==> src/core/wtc_pkg.sv <==
// Constants, field layouts and types shared by the watchdog control block
package wtc_pkg;
	// Register byte offsets on the AHB-Lite slave
	localparam logic [7:0] WTC_CTRL_OFS = 8'h60;
	localparam logic [7:0] WTC_CAUSE_OFS = 8'h64;
	localparam logic [7:0] WTC_RESTART_OFS = 8'h68;
	localparam logic [7:0] WTC_ISTAT_OFS = 8'h6c;
	localparam logic [7:0] WTC_IMASK_OFS = 8'h70;
	// Offset marker used for addresses outside the map
	localparam logic [7:0] WTC_UNMAPPED_OFS = 8'hff;

	// Control register bit positions
	localparam int WTC_BIT_IRQ_FLAG = 7;
	localparam int WTC_BIT_IRQ_EN = 6;
	localparam int WTC_BIT_SEL_HI = 5;
	localparam int WTC_BIT_UNLOCK = 4;
	localparam int WTC_BIT_RST_EN = 3;
	localparam int WTC_BIT_SEL_LO = 0;
	localparam int WTC_SEL_LO_W = 3;
	// Reset cause register bit position
	localparam int WTC_BIT_WRF = 3;

	// Interrupt status and mask bit positions
	localparam int WTC_EV_TIMEOUT = 0;
	localparam int WTC_EV_SYSRST = 1;
	localparam int WTC_EV_REJECT = 2;
	localparam int WTC_EV_W = 3;

	// Reset values
	localparam logic [3:0] WTC_SEL_RST = 4'h0;
	localparam logic [WTC_EV_W-1:0] WTC_IMASK_RST = 3'h0;

	// Timing counts
	localparam logic [2:0] WTC_UNLOCK_CYCLES = 3'h4;
	localparam logic [4:0] WTC_BASE_EXP = 5'h0b;
	localparam logic [3:0] WTC_SEL_MAX = 4'h9;
	localparam int WTC_CNT_W = 21;

	// Vector table entries
	localparam logic [11:0] WTC_VEC_RESET = 12'h000;
	localparam logic [11:0] WTC_VEC_WDT_IDX = 12'h006;
	localparam logic [11:0] WTC_VEC_WORDS = 12'h001;

	// AHB encodings
	localparam logic [2:0] WTC_HSIZE_WORD = 3'h2;

	typedef enum logic [1:0] {
		WTC_MODE_STOP = 2'b00,
		WTC_MODE_IRQ = 2'b01,
		WTC_MODE_IRQRST = 2'b11,
		WTC_MODE_RST = 2'b10
	} wtc_mode_e;

	typedef enum logic {
		WTC_BUS_IDLE = 1'b0,
		WTC_BUS_RDWAIT = 1'b1
	} wtc_bus_e;

	typedef struct packed {
		logic irq_flag;
		logic irq_en;
		logic [3:0] sel;
		logic rst_en;
	} wtc_ctrl_s;

	typedef struct packed {
		logic valid;
		logic write;
		logic [7:0] ofs;
	} wtc_aph_s;

	localparam wtc_ctrl_s WTC_CTRL_RST = '{irq_flag: 1'b0, irq_en: 1'b0,
		sel: WTC_SEL_RST, rst_en: 1'b0};
endpackage

==> src/core/wtc_top.sv <==
// Watchdog time-out control with AHB-Lite register access
//
// Decided for this implementation: the register offsets and the AHB-Lite interface to the registers.
module wtc_top
	import wtc_pkg::*;
(
	input wire logic hclk,
	input wire logic hresetn,
	input wire logic hsel,
	input wire logic [31:0] haddr,
	input wire logic [1:0] htrans,
	input wire logic hwrite,
	input wire logic [2:0] hsize,
	input wire logic [31:0] hwdata,
	input wire logic hready,
	output logic [31:0] hrdata,
	output logic hreadyout,
	output logic hresp,
	input wire logic wdt_osc,
	input wire logic wdt_restart,
	input wire logic vector_enter,
	output logic irq,
	output logic wdt_irq_req,
	output logic sys_reset_req,
	output logic [11:0] vector_addr
);

	// Offset compare shared by every register decode
	function automatic logic ofs_hit(input logic [7:0] ofs, input logic [7:0] target);
		return ofs == target;
	endfunction

	wtc_aph_s aph_q, aph_d;
	wtc_bus_e bus_q, bus_d;
	wtc_ctrl_s ctrl_q, ctrl_d;
	logic [7:0] rd_ofs_q;
	logic [2:0] unlock_cnt_q, unlock_cnt_d;
	logic wrf_q, wrf_d;
	logic [WTC_EV_W-1:0] istat_q, istat_d, imask_q, imask_d, ev_set;
	logic [WTC_CNT_W-1:0] cnt_q, cnt_d, lim_m1;
	logic osc_s1_q, osc_s2_q, osc_s3_q;
	logic [31:0] hrdata_q;
	logic hreadyout_q, irq_q, wdt_irq_q, sys_reset_q;
	logic [11:0] vector_addr_q;

	// Address phase capture; anything outside the low byte is unmapped
	wire take = hready & hsel & htrans[1];
	wire in_map = haddr[31:8] == 24'h000000;
	assign aph_d.valid = take;
	assign aph_d.write = hwrite & (hsize == WTC_HSIZE_WORD);
	assign aph_d.ofs = in_map ? haddr[7:0] : WTC_UNMAPPED_OFS;

	// Write data phase decode
	wire wr_fire = aph_q.valid & aph_q.write;
	wire wr_ctrl = wr_fire & ofs_hit(aph_q.ofs, WTC_CTRL_OFS);
	wire wr_cause = wr_fire & ofs_hit(aph_q.ofs, WTC_CAUSE_OFS);
	wire wr_restart = wr_fire & ofs_hit(aph_q.ofs, WTC_RESTART_OFS);
	wire wr_istat = wr_fire & ofs_hit(aph_q.ofs, WTC_ISTAT_OFS);
	wire wr_imask = wr_fire & ofs_hit(aph_q.ofs, WTC_IMASK_OFS);
	wire [7:0] wd = hwdata[7:0];
	wire rd_take = take & ~hwrite;

	// Read-back of the block's own state
	wire unlock = unlock_cnt_q != 3'h0;
	wire rst_en_eff = ctrl_q.rst_en | wrf_q;
	wire [7:0] ctrl_rd = {ctrl_q.irq_flag, ctrl_q.irq_en, ctrl_q.sel[3], unlock,
		rst_en_eff, ctrl_q.sel[2:0]};
	wire [7:0] cause_rd = 8'(wrf_q) << WTC_BIT_WRF;
	wire [31:0] rd_mux = ofs_hit(rd_ofs_q, WTC_CTRL_OFS) ? {24'h000000, ctrl_rd} :
		ofs_hit(rd_ofs_q, WTC_CAUSE_OFS) ? {24'h000000, cause_rd} :
		ofs_hit(rd_ofs_q, WTC_ISTAT_OFS) ? {29'h00000000, istat_q} :
		ofs_hit(rd_ofs_q, WTC_IMASK_OFS) ? {29'h00000000, imask_q} : 32'h00000000;

	// Operating mode from the two enables
	wtc_mode_e mode;
	assign mode = wtc_mode_e'({rst_en_eff, ctrl_q.irq_en});
	wire running = mode != WTC_MODE_STOP;

	// Oscillator edge from the synchronised pin; stage one feeds stage two only
	wire tick = osc_s2_q & ~osc_s3_q;

	// Reserved select codes run the longest documented period
	wire [3:0] sel_eff = (ctrl_q.sel > WTC_SEL_MAX) ? WTC_SEL_MAX : ctrl_q.sel;
	assign lim_m1 = WTC_CNT_W'((22'h000001 << (WTC_BASE_EXP + 5'(sel_eff))) - 22'h000001);
	wire timeout = tick & running & (cnt_q == lim_m1);

	// Combined mode: a second time-out with the flag still set resets
	wire set_flag = timeout & ctrl_q.irq_en & ~(rst_en_eff & ctrl_q.irq_flag);
	wire sys_rst_fire = timeout & rst_en_eff & (~ctrl_q.irq_en | ctrl_q.irq_flag);
	wire restart = wdt_restart | wr_restart;
	wire ack = vector_enter & wdt_irq_q;

	// Opening write of the timed sequence
	wire open_seq = wr_ctrl & wd[WTC_BIT_UNLOCK] & wd[WTC_BIT_RST_EN];
	wire [3:0] wsel = {wd[WTC_BIT_SEL_HI], wd[WTC_BIT_SEL_LO +: WTC_SEL_LO_W]};
	wire reject = wr_ctrl & ~unlock & (~wd[WTC_BIT_RST_EN] & ctrl_q.rst_en |
		wsel != ctrl_q.sel);

	// Unlock window: loads four, counts down, reads as set while nonzero
	assign unlock_cnt_d = open_seq ? WTC_UNLOCK_CYCLES :
		unlock ? unlock_cnt_q - 3'h1 : 3'h0;

	// Control register next value; hardware set beats the software clear
	always_comb begin
		ctrl_d = ctrl_q;
		if (wr_ctrl) begin
			ctrl_d.irq_en = wd[WTC_BIT_IRQ_EN];
			if (unlock) begin
				ctrl_d.rst_en = wd[WTC_BIT_RST_EN];
				ctrl_d.sel = wsel;
			end else begin
				ctrl_d.rst_en = ctrl_q.rst_en | wd[WTC_BIT_RST_EN];
			end
			if (wd[WTC_BIT_IRQ_FLAG]) begin
				ctrl_d.irq_flag = 1'b0;
			end
		end
		if (ack) begin
			ctrl_d.irq_flag = 1'b0;
			if (mode == WTC_MODE_IRQRST) begin
				ctrl_d.irq_en = 1'b0;
			end
		end
		if (set_flag) begin
			ctrl_d.irq_flag = 1'b1;
		end
		if (sys_rst_fire) begin
			ctrl_d = WTC_CTRL_RST;
		end
	end

	// Counter, watchdog reset flag and event status
	assign cnt_d = (restart | timeout | ~running | sys_rst_fire) ? '0 :
		tick ? cnt_q + 21'h000001 : cnt_q;
	assign wrf_d = sys_rst_fire | (wrf_q & ~(wr_cause & ~wd[WTC_BIT_WRF]));
	assign ev_set = {reject, sys_rst_fire, timeout};
	assign istat_d = ev_set | (istat_q & ~(wr_istat ? hwdata[WTC_EV_W-1:0] : '0));
	assign imask_d = wr_imask ? hwdata[WTC_EV_W-1:0] : imask_q;
	assign bus_d = rd_take ? WTC_BUS_RDWAIT : WTC_BUS_IDLE;

	// Bus slave state; reads take one wait state so a write just before lands
	always_ff @(posedge hclk or negedge hresetn) begin
		if (!hresetn) begin
			aph_q <= '0;
			bus_q <= WTC_BUS_IDLE;
			rd_ofs_q <= WTC_UNMAPPED_OFS;
			hreadyout_q <= 1'b1;
			hrdata_q <= 32'h00000000;
		end else begin
			aph_q <= hready ? aph_d : aph_q;
			bus_q <= bus_d;
			rd_ofs_q <= rd_take ? aph_d.ofs : rd_ofs_q;
			hreadyout_q <= ~rd_take;
			hrdata_q <= (bus_q == WTC_BUS_RDWAIT) ? rd_mux : hrdata_q;
		end
	end

	// Control, unlock window and status registers
	always_ff @(posedge hclk or negedge hresetn) begin
		if (!hresetn) begin
			ctrl_q <= WTC_CTRL_RST;
			unlock_cnt_q <= 3'h0;
			wrf_q <= 1'b0;
			istat_q <= '0;
			imask_q <= WTC_IMASK_RST;
		end else begin
			ctrl_q <= ctrl_d;
			unlock_cnt_q <= unlock_cnt_d;
			wrf_q <= wrf_d;
			istat_q <= istat_d;
			imask_q <= imask_d;
		end
	end

	// Oscillator synchroniser and time-out counter
	always_ff @(posedge hclk or negedge hresetn) begin
		if (!hresetn) begin
			osc_s1_q <= 1'b0;
			osc_s2_q <= 1'b0;
			osc_s3_q <= 1'b0;
			cnt_q <= '0;
		end else begin
			osc_s1_q <= wdt_osc;
			osc_s2_q <= osc_s1_q;
			osc_s3_q <= osc_s2_q;
			cnt_q <= cnt_d;
		end
	end

	// Registered outputs toward the core and interrupt controller
	always_ff @(posedge hclk or negedge hresetn) begin
		if (!hresetn) begin
			irq_q <= 1'b0;
			wdt_irq_q <= 1'b0;
			sys_reset_q <= 1'b0;
			vector_addr_q <= WTC_VEC_RESET;
		end else begin
			irq_q <= |(istat_d & imask_d);
			wdt_irq_q <= ctrl_d.irq_flag & ctrl_d.irq_en;
			sys_reset_q <= sys_rst_fire;
			if (sys_rst_fire) begin
				vector_addr_q <= WTC_VEC_RESET;
			end else if (set_flag) begin
				vector_addr_q <= 12'(WTC_VEC_WDT_IDX * WTC_VEC_WORDS);
			end
		end
	end

	// Ports driven straight from their flops; hresp is tied to OKAY
	assign hrdata = hrdata_q;
	assign hreadyout = hreadyout_q;
	assign hresp = 1'b0;
	assign irq = irq_q;
	assign wdt_irq_req = wdt_irq_q;
	assign sys_reset_req = sys_reset_q;
	assign vector_addr = vector_addr_q;
endmodule

==> config.mk <==
export PLATFORM = sky130hd
export DESIGN_NAME = wtc_top
export DESIGN_NICKNAME = d
export VERILOG_FILES = /design/src/core/wtc_pkg.sv /design/src/core/wtc_top.sv
export SDC_FILE = /design/constraint.sdc
export NUM_CORES = 1
export LEC_CHECK = 0
export ABC_CLOCK_PERIOD_IN_PS = 2800
export BUFFER_PORTS_ARGS = -buffer_cell sky130_fd_sc_hd__buf_2
export CAP_MARGIN = 20
export CORE_MARGIN = 1.5
export CORE_UTILIZATION = 37
export CTS_CLUSTER_DIAMETER = 200
export CTS_CLUSTER_SIZE = 40
export DETAILED_ROUTE_END_ITERATION = 10
export SLEW_MARGIN = 25
export SYNTH_ARGS = -nofsm -noshare
export SYNTH_HDL_FRONTEND = slang
export SYNTH_SLANG_ARGS = --single-unit
==> constraint.sdc <==
create_clock -name hclk -period 2.8 [get_ports hclk]
set_clock_uncertainty 0.05 [all_clocks]
set_input_delay 0.28 -clock hclk [delete_from_list [all_inputs] [get_ports hclk]]
set_output_delay 0.28 -clock hclk [all_outputs]
set_load 0.02 [all_outputs]
Word-level counts from Yosys, hierarchy flattened --
Cells that the tools add are included.
Storage, ports and cells: input bits 77, flip-flop bits (word level) 108
Cells by class: bitwise gates (word level) 49, shift-type cells 1, add/sub/neg operators 4, $lt $le $gt $ge 1, muxes and demuxes 23, reduce and logical (&&, ||, !) cells 9, equal/unequal tests 13
Operator list (number):
- 8-bit by 7-bit equality test with 1-bit output (second input constant) | 9
- 21-bit 2-to-1 mux | 2
- 1-bit bitwise AND | 27
- 24-bit logical NOT | 1
- 12-bit 2-to-1 mux | 2
- 21-bit by 1-bit adder with 21-bit output (second input constant) | 1
- 21-bit equality test | 1
- 1-bit by 5-bit left shift with 21-bit output (first input constant) | 1
- 21-bit by 1-bit subtractor with 21-bit output (second input constant) | 1
- 3-bit 2-to-1 mux | 6
- 8-bit 2-to-1 mux | 2
- 7-bit 2-to-1 mux | 2
- 4-bit 2-to-1 mux | 3
- 2-bit nonzero test | 5
- 1-bit inverter | 9
- 1-bit OR | 9
- 3-bit bitwise AND | 2
- 4-bit by 4-bit adder with 5-bit output (first input constant) | 1
- 1-bit 2-to-1 mux | 5
- 4-bit > comparator (second input constant) | 1
- 4-bit inequality test | 1
- 3-bit by 2-bit equality test with 1-bit output (second input constant) | 1
- 3-bit inverter | 1
- 3-bit OR | 1
- other kinds (6) | 6

Logic depth before layout (Yosys ltp) --
Gate-level depths: netlist of the first run.
word-level depth 12, depth in mapped cells 10

Least setup slack after synthesis of the first run --
OpenSTA, ideal clock, no wires.
kind register to register, start point register ctrl_q[2] (netlist bit), end point register wdt_irq_q (netlist: wdt_irq_req), data arrival time 2183 ps, slack 490 ps, cell stages (with the launch flop) 9, clock period less this slack 2310 ps, path buffers 2, cell sequence dfrtp_1 buf_2 nor3_1 a221oi_1 a221o_1 or4_1 buf_2 or3b_1 a21oi_1
On the way: cells in the longest elaborated chain, start to end 12, elaborated cells on any way between the ends 14, classes of those cells 2 x add/sub; 1 x order compare; 1 x eq/ne; 1 x shift; 3 x mux; 6 x bitwise
Ends and longest elaborated chain:
- start, declared | line wtc_top.sv:35 | wtc_ctrl_s ctrl_q, ctrl_d;
- start signal, assigned | line wtc_top.sv:167 | ctrl_q <= ctrl_d;
- 4-bit > comparator | line wtc_top.sv:83 | wire [3:0] sel_eff = (ctrl_q.sel > WTC_SEL_MAX) ? WTC_SEL_MAX : ctrl_q.sel;
- 4-bit 2-to-1 mux * | line wtc_top.sv:83
- 4-bit by 4-bit adder with 5-bit output * | line wtc_top.sv:84 | assign lim_m1 = WTC_CNT_W'((22'h000001 << (WTC_BASE_EXP + 5'(sel_eff))) - 22'h000001);
- 1-bit by 5-bit left shift with 21-bit output * | line wtc_top.sv:84
- 21-bit by 1-bit subtractor with 21-bit output * | line wtc_top.sv:84
- 21-bit equality test * | line wtc_top.sv:85 | wire timeout = tick & running & (cnt_q == lim_m1);
- 1-bit bitwise AND * | line wtc_top.sv:85
- 1-bit bitwise AND (2 in series) | line wtc_top.sv:88 | wire set_flag = timeout & ctrl_q.irq_en & ~(rst_en_eff & ctrl_q.irq_flag);
- 1-bit 2-to-1 mux | line wtc_top.sv:124 | if (set_flag) begin
- 7-bit 2-to-1 mux * | line wtc_top.sv:127 | if (sys_rst_fire) begin
- 1-bit bitwise AND * | line wtc_top.sv:199 | wdt_irq_q <= ctrl_d.irq_flag & ctrl_d.irq_en;
- end signal, assigned | line wtc_top.sv:199
- end, declared | line wtc_top.sv:43 | logic hreadyout_q, irq_q, wdt_irq_q, sys_reset_q;
Mark *: on every way between the ends. The rest lies on a longest branch, timed or not. A chain may end at the register's enable or synchronous reset.

Worst setup path after layout of the first run --
start point register ctrl_q[3] (netlist bit), end point register wdt_irq_q (netlist: wdt_irq_req)
The elaborated chain is that of the path after synthesis.

==> results.md, run 1 <==
- Violation count after the first detailed-route iteration: 138
- Number of ports placed on the die boundary: 126
- Pwr per Cell Area: 476 nW/um^2
- Standby leakage power: 2.14 nW
- Number of max-cap violations: 0
- Critical path fanouts, max: 14
- Pin count of the biggest net entering global routing: 40
- Final period util: 90.1%
- Commonest non-fill, non-tap cell in the layout: sky130_fd_sc_hd__buf_2
- Outcome: finished clean
- Count of flip-flops with a built-in enable after synthesis: 0
- Count of different cell masters after synthesis: 59
- Library cell occupying the most area in the post-synthesis netlist: sky130_fd_sc_hd__dfrtp_1
- Post-CTS setup buffers: 0
- CP Capture Type: register
- Count of standard-cell rows: 37
- DR DRC count: 0
- Vias per cell: 4.93
- Antenna-violating nets left: 0
- Peak supply drop: 0.263 mV
- Prevailing post-synth register cell: sky130_fd_sc_hd__dfrtp_1
- TritonCTS clock tree: built
- FMAX: 396 MHz
- Count of TritonRoute iterations in the first routing pass: 4
- Post-synthesis async set-or-reset flop share: 100%
- Largest cells by area after synthesis: sky130_fd_sc_hd__dfrtp_1, sky130_fd_sc_hd__buf_4, sky130_fd_sc_hd__dfstp_2
- First-pass GRT wire length: 14800 um
- Final Hold Vio Count: 0
- Die X-Extent: 107 um
- Clock Tree Root: sky130_fd_sc_hd__clkbuf_8
- Yosys top cell area share: 39.7%
- Worst-case clock buffer depth: 2
- Die ar.: 11500 um^2
- Final wirelength: 8420 um
- Endpoints failing setup: 0
- Setup Total Neg Slack: 0 ns
- Number of antenna violations at the first check in global routing: 0
- Overall via count from detail_route: 3177
- Average cell area after synthesis: 9.26 um^2
- Total routing resource utilization after global routing: 16.2%
- Worst slew slack as a fraction of its limit: 46.0%
- Final layout net count: 585
- Layout area overhead: 15.4%
- Sequential-to-total area share from yosys stat: 45.6%
- Worst hold margin: 0.0603 ns
- Arrival time at the worst endpoint: 2.75 ns
- Final count of pins violating max slew: 0
- CP Data Required Time: 3.03 ns
- Die Ht: 107 um
- Core Area: 10500 um^2
- Tightest Hold Check Type: in2reg
- Synthesized area: 4030 um^2
- Post-detail-place hpwl: 6290 um
- Number of buffers inserted during clock tree synthesis: 9
- Ant. Diodes: 0
- Leading cell types in the layout, fill and taps excluded: sky130_fd_sc_hd__buf_2, sky130_fd_sc_hd__dfrtp_1, sky130_fd_sc_hd__nor2_1
- Clock-pin transition on the worst setup and hold timing paths: 0.08 ns
- Worst Tran Pin Value: 0.810 ns
- Synthesis-stage register bit count: 73
- Number of I/O port buffers: 65
- Grt ovf: 0
- Synthesized instance count: 435
- Final critical delay including setup and external delays: 2.52 ns
- Number of global-route vias before repair: 3176
- Share of cells above drive strength 1: 22.2%
- Number of warnings issued by yosys: 0
- Routability Congestion: 0.844
- Crit Path Class: reg2reg
- Starting density of the core: 38.5%
- Unrepaired setup endpoints after global routing: false
- Number of clock sinks: 73
- Deepest level of the CTS H-tree: 3
- Later-pin clock latency in the skew report: 0.35 ns
- Sort of element at the start of the critical path: register
- Wire length per cell after detailed routing: 13.1 um
==> routing by layer <==
metal	routed length [um]	global-route usage, %	part of all wire [%]	vias to the layer above
met5	0	0	0	-
met1	4110	21.8	49	1467
met2	3800	26.3	45	115
li1	-	-	-	1586
met3	415	3.27	4.9	9
met4	92	4.98	1.1	0
==> Yosys cell counts (all sizes together) (4+ instances only) <==
cell / number
dfstp: 9
mux2i: 6
nand3: 15
and3: 9
nand2: 26
ha: 4
inv: 14
nor3: 16
clkbuf: 8
mux2: 4
o21ai: 15
dfrtp: 64
nand2b: 4
nor2: 60
a21oi: 27
xnor2: 4
nand4: 9
buf: 45
nor4: 13
xor2: 24
==> cell type report <==
type                            instances  area, um^2
Multi-Input combinational cell        330        1920
Sequential cell                        73        1840
Timing Repair Buffer                   76         438
Tap cell                              136         170
Clock inverter                          6        91.3
Fill cell                            1047        5810
Inverter                               14        52.6
Clock buffer                           10         138
==> power breakdown <==
group	leakage [nW]	internal, mW	switching, mW
Sequential	0.927	1.08	0.0159
Clock	0.105	0.527	0.404
Combinational	1.11	0.0616	0.124
==> state kept, by name, summed over array words and instances (netlist names), 3 cells and up <==
name / count
cnt_q: 21
aph_q: 10
hrdata: 8
rd_ofs_q: 8
ctrl_q: 7
imask_q: 3
istat_q: 3
unlock_cnt_q: 3
==> path summary, 6_finish.rpt <==
kind / from / endpoint / slack [ns] / cells after the start
worst max-delay path: ctrl_q[3] / wdt_irq_req / 0.28 / 6
worst min-delay path: hsize[2] / aph_q[8] / 0.06 / 2
worst max register to register: ctrl_q[3] / wdt_irq_req / 0.28 / 6
worst min register to register: osc_s1_q / osc_s2_q / 0.31 / 0
max in group asynchronous: hresetn / imask_q[2] / 1.52 / 3
min in group asynchronous: hresetn / cnt_q[7] / 0.50 / 2
==> critical path, cell delays in order (launching register included) <==
cell and delay [ns]:
sky130_fd_sc_hd__dfrtp_1 0.57, sky130_fd_sc_hd__nor3_1 0.32, sky130_fd_sc_hd__a221oi_1 0.14, sky130_fd_sc_hd__a221o_1 0.27, sky130_fd_sc_hd__or4_4 0.57, sky130_fd_sc_hd__or3b_1 0.39, sky130_fd_sc_hd__a21oi_1 0.14
==> through the flow <==
stage	setup WS, ns	instances	util, %	instance area (um^2)	power, mW
4_1_cts	0.143	645	44.4	4650	2.24
3_5_place_dp	0.156	627	42.0	4400	1.30
5_1_grt	0.119	645	44.5	4650	2.32
3_3_place_gp	0.185	627	42.0	4400	1.30
6_report	0.277	645	44.5	4650	2.21
2_1_floorplan	0.490	470	-	4160	1.25
==> cells by family after synthesis <==
family,share of synthesized area [%]
muxes,2.61
AOI/OAI and AO/OA,11.0
xor gates and xnor gates,6.08
adders and majority gates,1.24
DFF,45.6
and+or+nand+nor,23.3
other,0.186
buffers and inverters,10.0
==> what timing repair did <==
action | in CTS | in global routing
hold buffers | 2 | 0
endpoints found under the hold margin | 12 | 0
setup endpoints to repair | 0 | 6
gates resized for setup | 0 | 1
Note: power is estimated with default switching activity, not from simulation.
==> run 2: changes to the inputs <==
ABC_AREA = 1   (was unset)
==> run 2 against run 1 <==
The run now ends with negative hold slack left. Synthesized area grew 7.1%. Critical path depth grew 3. Maximum frequency grew 12%. Final cell count grew 19%. Worst hold slack lost 0.084 ns. Flip-flop and latch count is the same. Via count grew 12%. Die area grew 6.9%. Count of clock-buffer cells in the layout is the same. Non-clock buffer count shrank 7. Core utilization shrank 1.1 points. Critical path type unchanged. Synthesized cell count grew 27%.
==> results.md, run 2 <==
- Die ar.: 12300 um^2 (was 11500 um^2)
- Leading cell types in the layout, fill and taps excluded: sky130_fd_sc_hd__nand2_1, sky130_fd_sc_hd__inv_1, sky130_fd_sc_hd__buf_2 (was sky130_fd_sc_hd__buf_2, sky130_fd_sc_hd__dfrtp_1, sky130_fd_sc_hd__nor2_1)
- Worst-case clock buffer depth: 2 (unchanged)
- Number of max-cap violations: 0 (unchanged)
- Standby leakage power: 2.53 nW (was 2.14 nW)
- Wire length per cell after detailed routing: 12.4 um (was 13.1 um)
- Share of cells above drive strength 1: 20.3% (was 22.2%)
- Net Switching: 621 uW (was 544 uW)
- Clock-pin transition on the worst setup and hold timing paths: 0.06 ns (was 0.08 ns)
- Final layout net count: 701 (was 585)
- Share of total power in the clock network: 47.2% (was 42.1%)
- Antenna-violating nets left: 0 (unchanged)
- Count of flip-flops with a built-in enable after synthesis: 0 (unchanged)
- Synthesis-stage register bit count: 73 (unchanged)
- Commonest non-fill, non-tap cell in the layout: sky130_fd_sc_hd__nand2_1 (was sky130_fd_sc_hd__buf_2)
- Library cell occupying the most area in the post-synthesis netlist: sky130_fd_sc_hd__dfrtp_1 (unchanged)
- Final critical delay including setup and external delays: 2.24 ns (was 2.52 ns)
- Sw Ratio: 24.9% (was 24.6%)
- Die X-Extent: 111 um (was 107 um)
- Crit Path Class: reg2reg (unchanged)
- Power Total: 2.49 mW (was 2.21 mW)
- Number of warnings issued by yosys: 0 (unchanged)
- Sequential cell fraction of total power: 44.5% (was 49.5%)
- Post-synthesis async set-or-reset flop share: 100% (unchanged)
- Unrepaired setup endpoints after global routing: false (unchanged)
- Peak supply drop: 0.317 mV (was 0.263 mV)
- Number of antenna violations at the first check in global routing: 0 (unchanged)
- Worst hold margin: -0.0241 ns (was 0.0603 ns)
- Count of TritonRoute iterations in the first routing pass: 5 (was 4)
- Arrival time at the worst endpoint: 2.39 ns (was 2.75 ns)
- Vias per cell: 4.63 (was 4.93)
- Starting density of the core: 37.8% (was 38.5%)
- TritonCTS clock tree: built (unchanged)
- Deepest level of the CTS H-tree: 3 (unchanged)
- Count of non-filler cells in the finished layout: 768 (was 645)
- Number of I/O port buffers: 65 (unchanged)
- CP Capture Type: register (unchanged)
- Non-Filler Cell Area, Final: 4950 um^2 (was 4650 um^2)
- Sequential-to-total area share from yosys stat: 42.6% (was 45.6%)
- Top reg by flops: cnt_q (unchanged)
- Gate power share: 8.3% (was 8.4%)
- Place WS: 0.538 ns (was 0.156 ns)
- DP Area: 4640 um^2 (was 4400 um^2)
- Resize count post-CTS: 0 (unchanged)
- Setup slack of the critical path after layout: 0.556 ns (was 0.277 ns)
- Routability Congestion: 0.847 (was 0.844)
- Post-detail-place hpwl: 7280 um (was 6290 um)
- Core Area: 11400 um^2 (was 10500 um^2)
- Outcome: finished, violations left (was finished clean)
- Worst Tran Pin Value: 0.783 ns (was 0.810 ns)
- Post-route core utilization: 43.4% (was 44.5%)
- Number of buffers inserted during clock tree synthesis: 9 (unchanged)
- Final count of pins violating max slew: 0 (unchanged)
- Final period util: 80.1% (was 90.1%)
- Total routing resource utilization after global routing: 16.6% (was 16.2%)
- Count of standard-cell rows: 39 (was 37)
- Number of cells on the worst reg-to-reg path: 9 (was 6)
- Cell internal power dissipation: 1.87 mW (was 1.67 mW)
- Average cell area after synthesis: 7.81 um^2 (was 9.26 um^2)
- Largest cells by area after synthesis: sky130_fd_sc_hd__dfrtp_1, sky130_fd_sc_hd__nand2_1, sky130_fd_sc_hd__inv_1 (was sky130_fd_sc_hd__dfrtp_1, sky130_fd_sc_hd__buf_4, sky130_fd_sc_hd__dfstp_2)
- Number of clock sinks: 73 (unchanged)
- Leading registers by flop count: cnt_q x21, aph_q x10 (unchanged)
- Pin count of the biggest net entering global routing: 41 (was 40)
- Worst slew slack as a fraction of its limit: 47.8% (was 46.0%)
- Layout area overhead: 14.8% (was 15.4%)
- Grt ovf: 0 (unchanged)
- Die Ht: 111 um (was 107 um)
- Number of global-route vias before repair: 3507 (was 3176)
- Overall via count from detail_route: 3558 (was 3177)
- Yosys top cell area share: 37.1% (was 39.7%)
- Tightest Hold Check Type: in2async (was in2reg)
- Sort of element at the start of the critical path: register (unchanged)
- Final Hold Vio Count: 24 (was 0)
- Largest register FFs: 21 (unchanged)
- Ant. Diodes: 0 (unchanged)
- Count of different cell masters after synthesis: 46 (was 59)
- Synthesized area: 4320 um^2 (was 4030 um^2)
- Pwr per Cell Area: 503 nW/um^2 (was 476 nW/um^2)
- FMAX: 446 MHz (was 396 MHz)
- Violation count after the first detailed-route iteration: 134 (was 138)
- Most frequent cells after synthesis: sky130_fd_sc_hd__nand2_1, sky130_fd_sc_hd__inv_1, sky130_fd_sc_hd__dfrtp_1 (was sky130_fd_sc_hd__dfrtp_1, sky130_fd_sc_hd__nor2_1, sky130_fd_sc_hd__buf_4)
- Critical path fanouts, max: 21 (was 14)
- Clock Tree Root: sky130_fd_sc_hd__clkbuf_16 (was sky130_fd_sc_hd__clkbuf_8)
- Setup Total Neg Slack: 0 ns (unchanged)
- First-pass GRT wire length: 16500 um (was 14800 um)
- DR DRC count: 0 (unchanged)
- Final wirelength: 9500 um (was 8420 um)
- Leading cell type by number of instances after synthesis: sky130_fd_sc_hd__nand2_1 (was sky130_fd_sc_hd__dfrtp_1)
- Synthesized instance count: 553 (was 435)
- Cell count after placement: 751 (was 627)
- Prevailing post-synth register cell: sky130_fd_sc_hd__dfrtp_1 (unchanged)
- Number of ports placed on the die boundary: 126 (unchanged)
- Violations in the final reports: negative hold slack
- CP Data Required Time: 2.95 ns (was 3.03 ns)
- Later-pin clock latency in the skew report: 0.34 ns (was 0.35 ns)
- Endpoints failing setup: 0 (unchanged)
[run 2: cell types whose count changed in the layout (fill, tap and decap cells not counted), moves of 10 or more]
cell and delta:
sky130_fd_sc_hd__nand3_1 +11, sky130_fd_sc_hd__a21oi_1 -16, sky130_fd_sc_hd__xor2_1 -14, sky130_fd_sc_hd__nand2_1 +96, sky130_fd_sc_hd__a31oi_1 +11, sky130_fd_sc_hd__inv_1 +63, sky130_fd_sc_hd__o21ai_0 +18, sky130_fd_sc_hd__nor3_1 -10
[run 2: path summary, 6_finish.rpt]
kind	from	endpoint	slack, ns
max	ctrl_q[3]	cnt_q[5]	0.56
min in group hclk	hsize[0]	aph_q[8]	0.07
max reg2reg	ctrl_q[3]	cnt_q[5]	0.56
max in group asynchronous	hresetn	cnt_q[10]	2.04
min	hresetn	bus_q	-0.02
min reg2reg	osc_s1_q	osc_s2_q	0.30
[run 2: critical path, stage by stage, from the launching register on]
cell and delay, ns:
sky130_fd_sc_hd__dfrtp_1 0.64, sky130_fd_sc_hd__inv_4 0.10, sky130_fd_sc_hd__nand2_4 0.12, sky130_fd_sc_hd__nand2_1 0.05, sky130_fd_sc_hd__a21oi_1 0.18, sky130_fd_sc_hd__nand3_1 0.12, sky130_fd_sc_hd__nor2_2 0.21, sky130_fd_sc_hd__nand3_4 0.14
sky130_fd_sc_hd__nand2_2 0.38, sky130_fd_sc_hd__nor3b_1 0.10
[run 2: layout make-up]
type,count,area [um^2]
clock buffer,10,239
tap,143,179
inverter,83,314
fill,1178,6460
clock inverter,6,66.3
timing repair buffer,69,370
multi-input combinational,384,1950
sequential,73,1840
[run 2: power by group through the flow]
stage / clock, mW / combinational, mW / sequential (mW)
after floorplan: 0 / 0.168 / 1.12
after global placement: 0 / 0.205 / 1.13
after detailed placement: 0 / 0.208 / 1.13
after CTS: 1.20 / 0.209 / 1.11
after global routing: 1.25 / 0.237 / 1.11
final: 1.18 / 0.207 / 1.11
[run 2: what timing repair did]
item	4_1_cts	5_1_grt
hold buffers	0	1
hold endpoints to repair	0	1
endpoints found under the setup margin	0	0
buffers inserted	0	0
[run 2: cells by family after synthesis]
kind of cell	count (synthesis)	share of synthesized area [%]
and+or+nand+nor	262	29.1
xor gates and xnor gates	13	2.64
muxes	1	0.261
DFF	73	42.6
AOI/OAI and AO/OA	67	8.75
buffers and inverters	131	15.3
other	2	0.174
adders and majority gates	4	1.16
[run 2: layer usage]
| metal | GRT usage (%) | routed length (um) | up-vias |
|---|---|---|---|
| li1 | - | - | 1819 |
| met1 | 20.7 | 4370 | 1653 |
| met2 | 28.0 | 4590 | 69 |
| met3 | 4.70 | 368 | 17 |
| met4 | 4.81 | 171 | 0 |
| met5 | 0 | 0 | - |
==> run 3: changes to the inputs <==
ABC_CLOCK_PERIOD_IN_PS = 2250   (was 2800)
clock period = 2.25 ns   (was 2.8 ns; I/O delays follow)
==> run 3 against run 2 <==
Critical path type unchanged. Worst hold slack gained 0.098 ns. Total power up 25%. Core utilization increased by 0.61 points. Via count up 0.34%. The flow now finishes without violations. Sequential power grew 24%. Largest cell class unchanged. Register-to-register slack got worse by 0.33 ns. Sequential share of layout area decreased by 0.52 points. Maximum frequency increased by 11%. Die area unchanged.
==> results.md, run 3 (synthesis results as in run 2) <==
- Die Ht: 111 um (unchanged)
- Cell-by-cell listing of the critical path: nand2_1 -> nand2_1 -> nand2_1 -> nand2_1 -> nand2_1 -> nor2_1 -> nand2_1 -> nor2_4 -> nand3_4 -> nand2_2 -> buf_12 -> nor3b_1 (was inv_4 -> nand2_4 -> nand2_1 -> a21oi_1 -> nand3_1 -> nor2_2 -> nand3_4 -> nand2_2 -> nor3b_1)
- Vias per cell: 4.61 (was 4.63)
- Unrepaired setup endpoints after global routing: false (unchanged)
- Crit Path Class: reg2reg (unchanged)
- Crit path largest cell delay: 0.59 ns (was 0.64 ns)
- Final Hold Vio Count: 0 (was 24)
- First-pass GRT wire length: 16300 um (was 16500 um)
- Total routing resource utilization after global routing: 16.5% (was 16.6%)
- Core Area: 11400 um^2 (unchanged)
- Number of global-route vias before repair: 3504 (was 3507)
- Die ar.: 12300 um^2 (unchanged)
- FMAX: 494 MHz (was 446 MHz)
- Number of antenna violations at the first check in global routing: 0 (unchanged)
- Final layout net count: 708 (was 701)
- Share of cells above drive strength 1: 20.9% (was 20.3%)
- Number of ports placed on the die boundary: 126 (unchanged)
- Critical path fanouts, max: 21 (unchanged)
- Number of I/O port buffers: 65 (unchanged)
- Pwr per Cell Area: 619 nW/um^2 (was 503 nW/um^2)
- Final wirelength: 9410 um (was 9500 um)
- Resize count post-CTS: 0 (unchanged)
- Grt ovf: 0 (unchanged)
- Count of TritonRoute iterations in the first routing pass: 4 (was 5)
- Largest register FFs: 21 (unchanged)
- Post-detail-place hpwl: 7210 um (was 7280 um)
- Pin count of the biggest net entering global routing: 74 (was 41)
- Tightest Hold Check Type: in2reg (was in2async)
- CP Data Required Time: 2.42 ns (was 2.95 ns)
- Number of clock sinks: 73 (unchanged)
- Antenna-violating nets left: 0 (unchanged)
- Sort of element at the start of the critical path: register (unchanged)
- Violation count after the first detailed-route iteration: 116 (was 134)
- Number of max-cap violations: 0 (unchanged)
- Standby leakage power: 2.57 nW (was 2.53 nW)
- Top reg by flops: cnt_q (unchanged)
- Critical-path top delay cell: sky130_fd_sc_hd__dfrtp_1 (unchanged)
- Most Frequent Cell on Critical Path: sky130_fd_sc_hd__nand2_1
- Deepest level of the CTS H-tree: 3 (unchanged)
- Cell class contributing the biggest share of worst-path delay: simple AND/OR/NAND/NOR gates (unchanged)
- Crit path buf inv count: 1 (unchanged)
- Worst-case clock buffer depth: 2 (unchanged)
- Starting density of the core: 37.8% (unchanged)
- Arrival time at the worst endpoint: 2.19 ns (was 2.39 ns)
- Later-pin clock latency in the skew report: 0.34 ns (about the same)
- Die X-Extent: 111 um (unchanged)
- Final period util: 89.9% (was 80.1%)
- Commonest non-fill, non-tap cell in the layout: sky130_fd_sc_hd__nand2_1 (unchanged)
- Setup Total Neg Slack: 0 ns (unchanged)
- Leading cell types in the layout, fill and taps excluded: sky130_fd_sc_hd__nand2_1, sky130_fd_sc_hd__inv_1, sky130_fd_sc_hd__buf_2 (unchanged)
- Final count of pins violating max slew: 0 (unchanged)
- Overall via count from detail_route: 3570 (was 3558)
- Layout area overhead: 16.4% (was 14.8%)
- Final critical delay including setup and external delays: 2.02 ns (was 2.24 ns)
- Worst hold margin: 0.0742 ns (was -0.0241 ns)
- Endpoints failing setup: 0 (unchanged)
- TritonCTS clock tree: built (unchanged)
- Outcome: finished clean (was finished, violations left)
- Count of standard-cell rows: 39 (unchanged)
- Routability Congestion: 0.855 (was 0.847)
- Number of buffers inserted during clock tree synthesis: 9 (unchanged)
- Leading registers by flop count: cnt_q x21, aph_q x10 (unchanged)
- CP Capture Type: register (unchanged)
- Ant. Diodes: 0 (unchanged)
- Filler Cells Inserted: 1164 (was 1178)
- Clock Tree Root: sky130_fd_sc_hd__clkbuf_16 (unchanged)
- Peak supply drop: 0.391 mV (was 0.317 mV)
- Clock-pin transition on the worst setup and hold timing paths: 0.06 ns (about the same)
- DR DRC count: 0 (unchanged)
- Wire length per cell after detailed routing: 12.1 um (was 12.4 um)
run 3: cell count changes in the layout (fill, tap and decap cells not counted), sizes merged:
cell and change:
buf +5, dlygate4sd3 +2
run 3: metrics by stage:
stage	setup WS (ns)	utilization (%)	cell area, um^2	instances	total power, mW
floorplan	0.536	-	4450	588	1.61
global placement	0.270	41.1	4690	756	1.67
detailed placement	0.241	41.1	4690	756	1.67
CTS	0.225	44.0	5020	775	3.16
global route	0.0261	44.0	5020	775	3.26
finish	0.226	44.0	5020	775	3.11
run 3: worst paths after layout:
kind	startpoint	to	slack (ns)	depth (start not counted)
max in group asynchronous	hresetn	rd_ofs_q[7]	1.42	3
min	hwdata[4]	unlock_cnt_q[2]	0.07	3
max reg2reg	ctrl_q[2]	cnt_q[5]	0.23	12
max	ctrl_q[2]	cnt_q[5]	0.23	12
min in group asynchronous	hresetn	cnt_q[6]	0.38	3
min reg2reg	osc_s1_q	osc_s2_q	0.30	0
run 3: timing repair:
| action | 4_1_cts | 5_1_grt |
|---|---|---|
| buffers inserted | 0 | 0 |
| setup endpoints to repair | 0 | 0 |
| hold buffers | 3 | 0 |
| hold endpoints to repair | 66 | 0 |
run 3: power breakdown:
part	internal, mW	switching (mW)
Clock	0.891	0.567
Combinational	0.0846	0.186
Sequential	1.36	0.0204
run 3: worst register-to-register path, delay by kind of cell (launching register included):
| family | cells | cell delay (ns) |
|---|---|---|
| DFF | 1 | 0.59 |
| and+or+nand+nor | 11 | 1.09 |
| buffers and inverters | 1 | 0.17 |
run 3: area by class of cell:
cell class | instances | area, um^2 | area share, %
flip-flops and latches | 73 | 1840 | 36.6
repair buffers | 76 | 440 | 8.76
clock buffers | 10 | 239 | 4.76
multi-input cells | 384 | 1950 | 38.8
clock inverters | 6 | 66.3 | 1.32
inverters | 83 | 314 | 6.25
well taps | 143 | 179 | 3.56
run 3: metal layers:
metal,vias up,part of all wire (%),track usage (%)
met5,-,0,0
met4,0,1.5,5.23
met3,11,4.0,4.59
met2,74,49,28.2
met1,1659,45,20.2
li1,1826,-,-
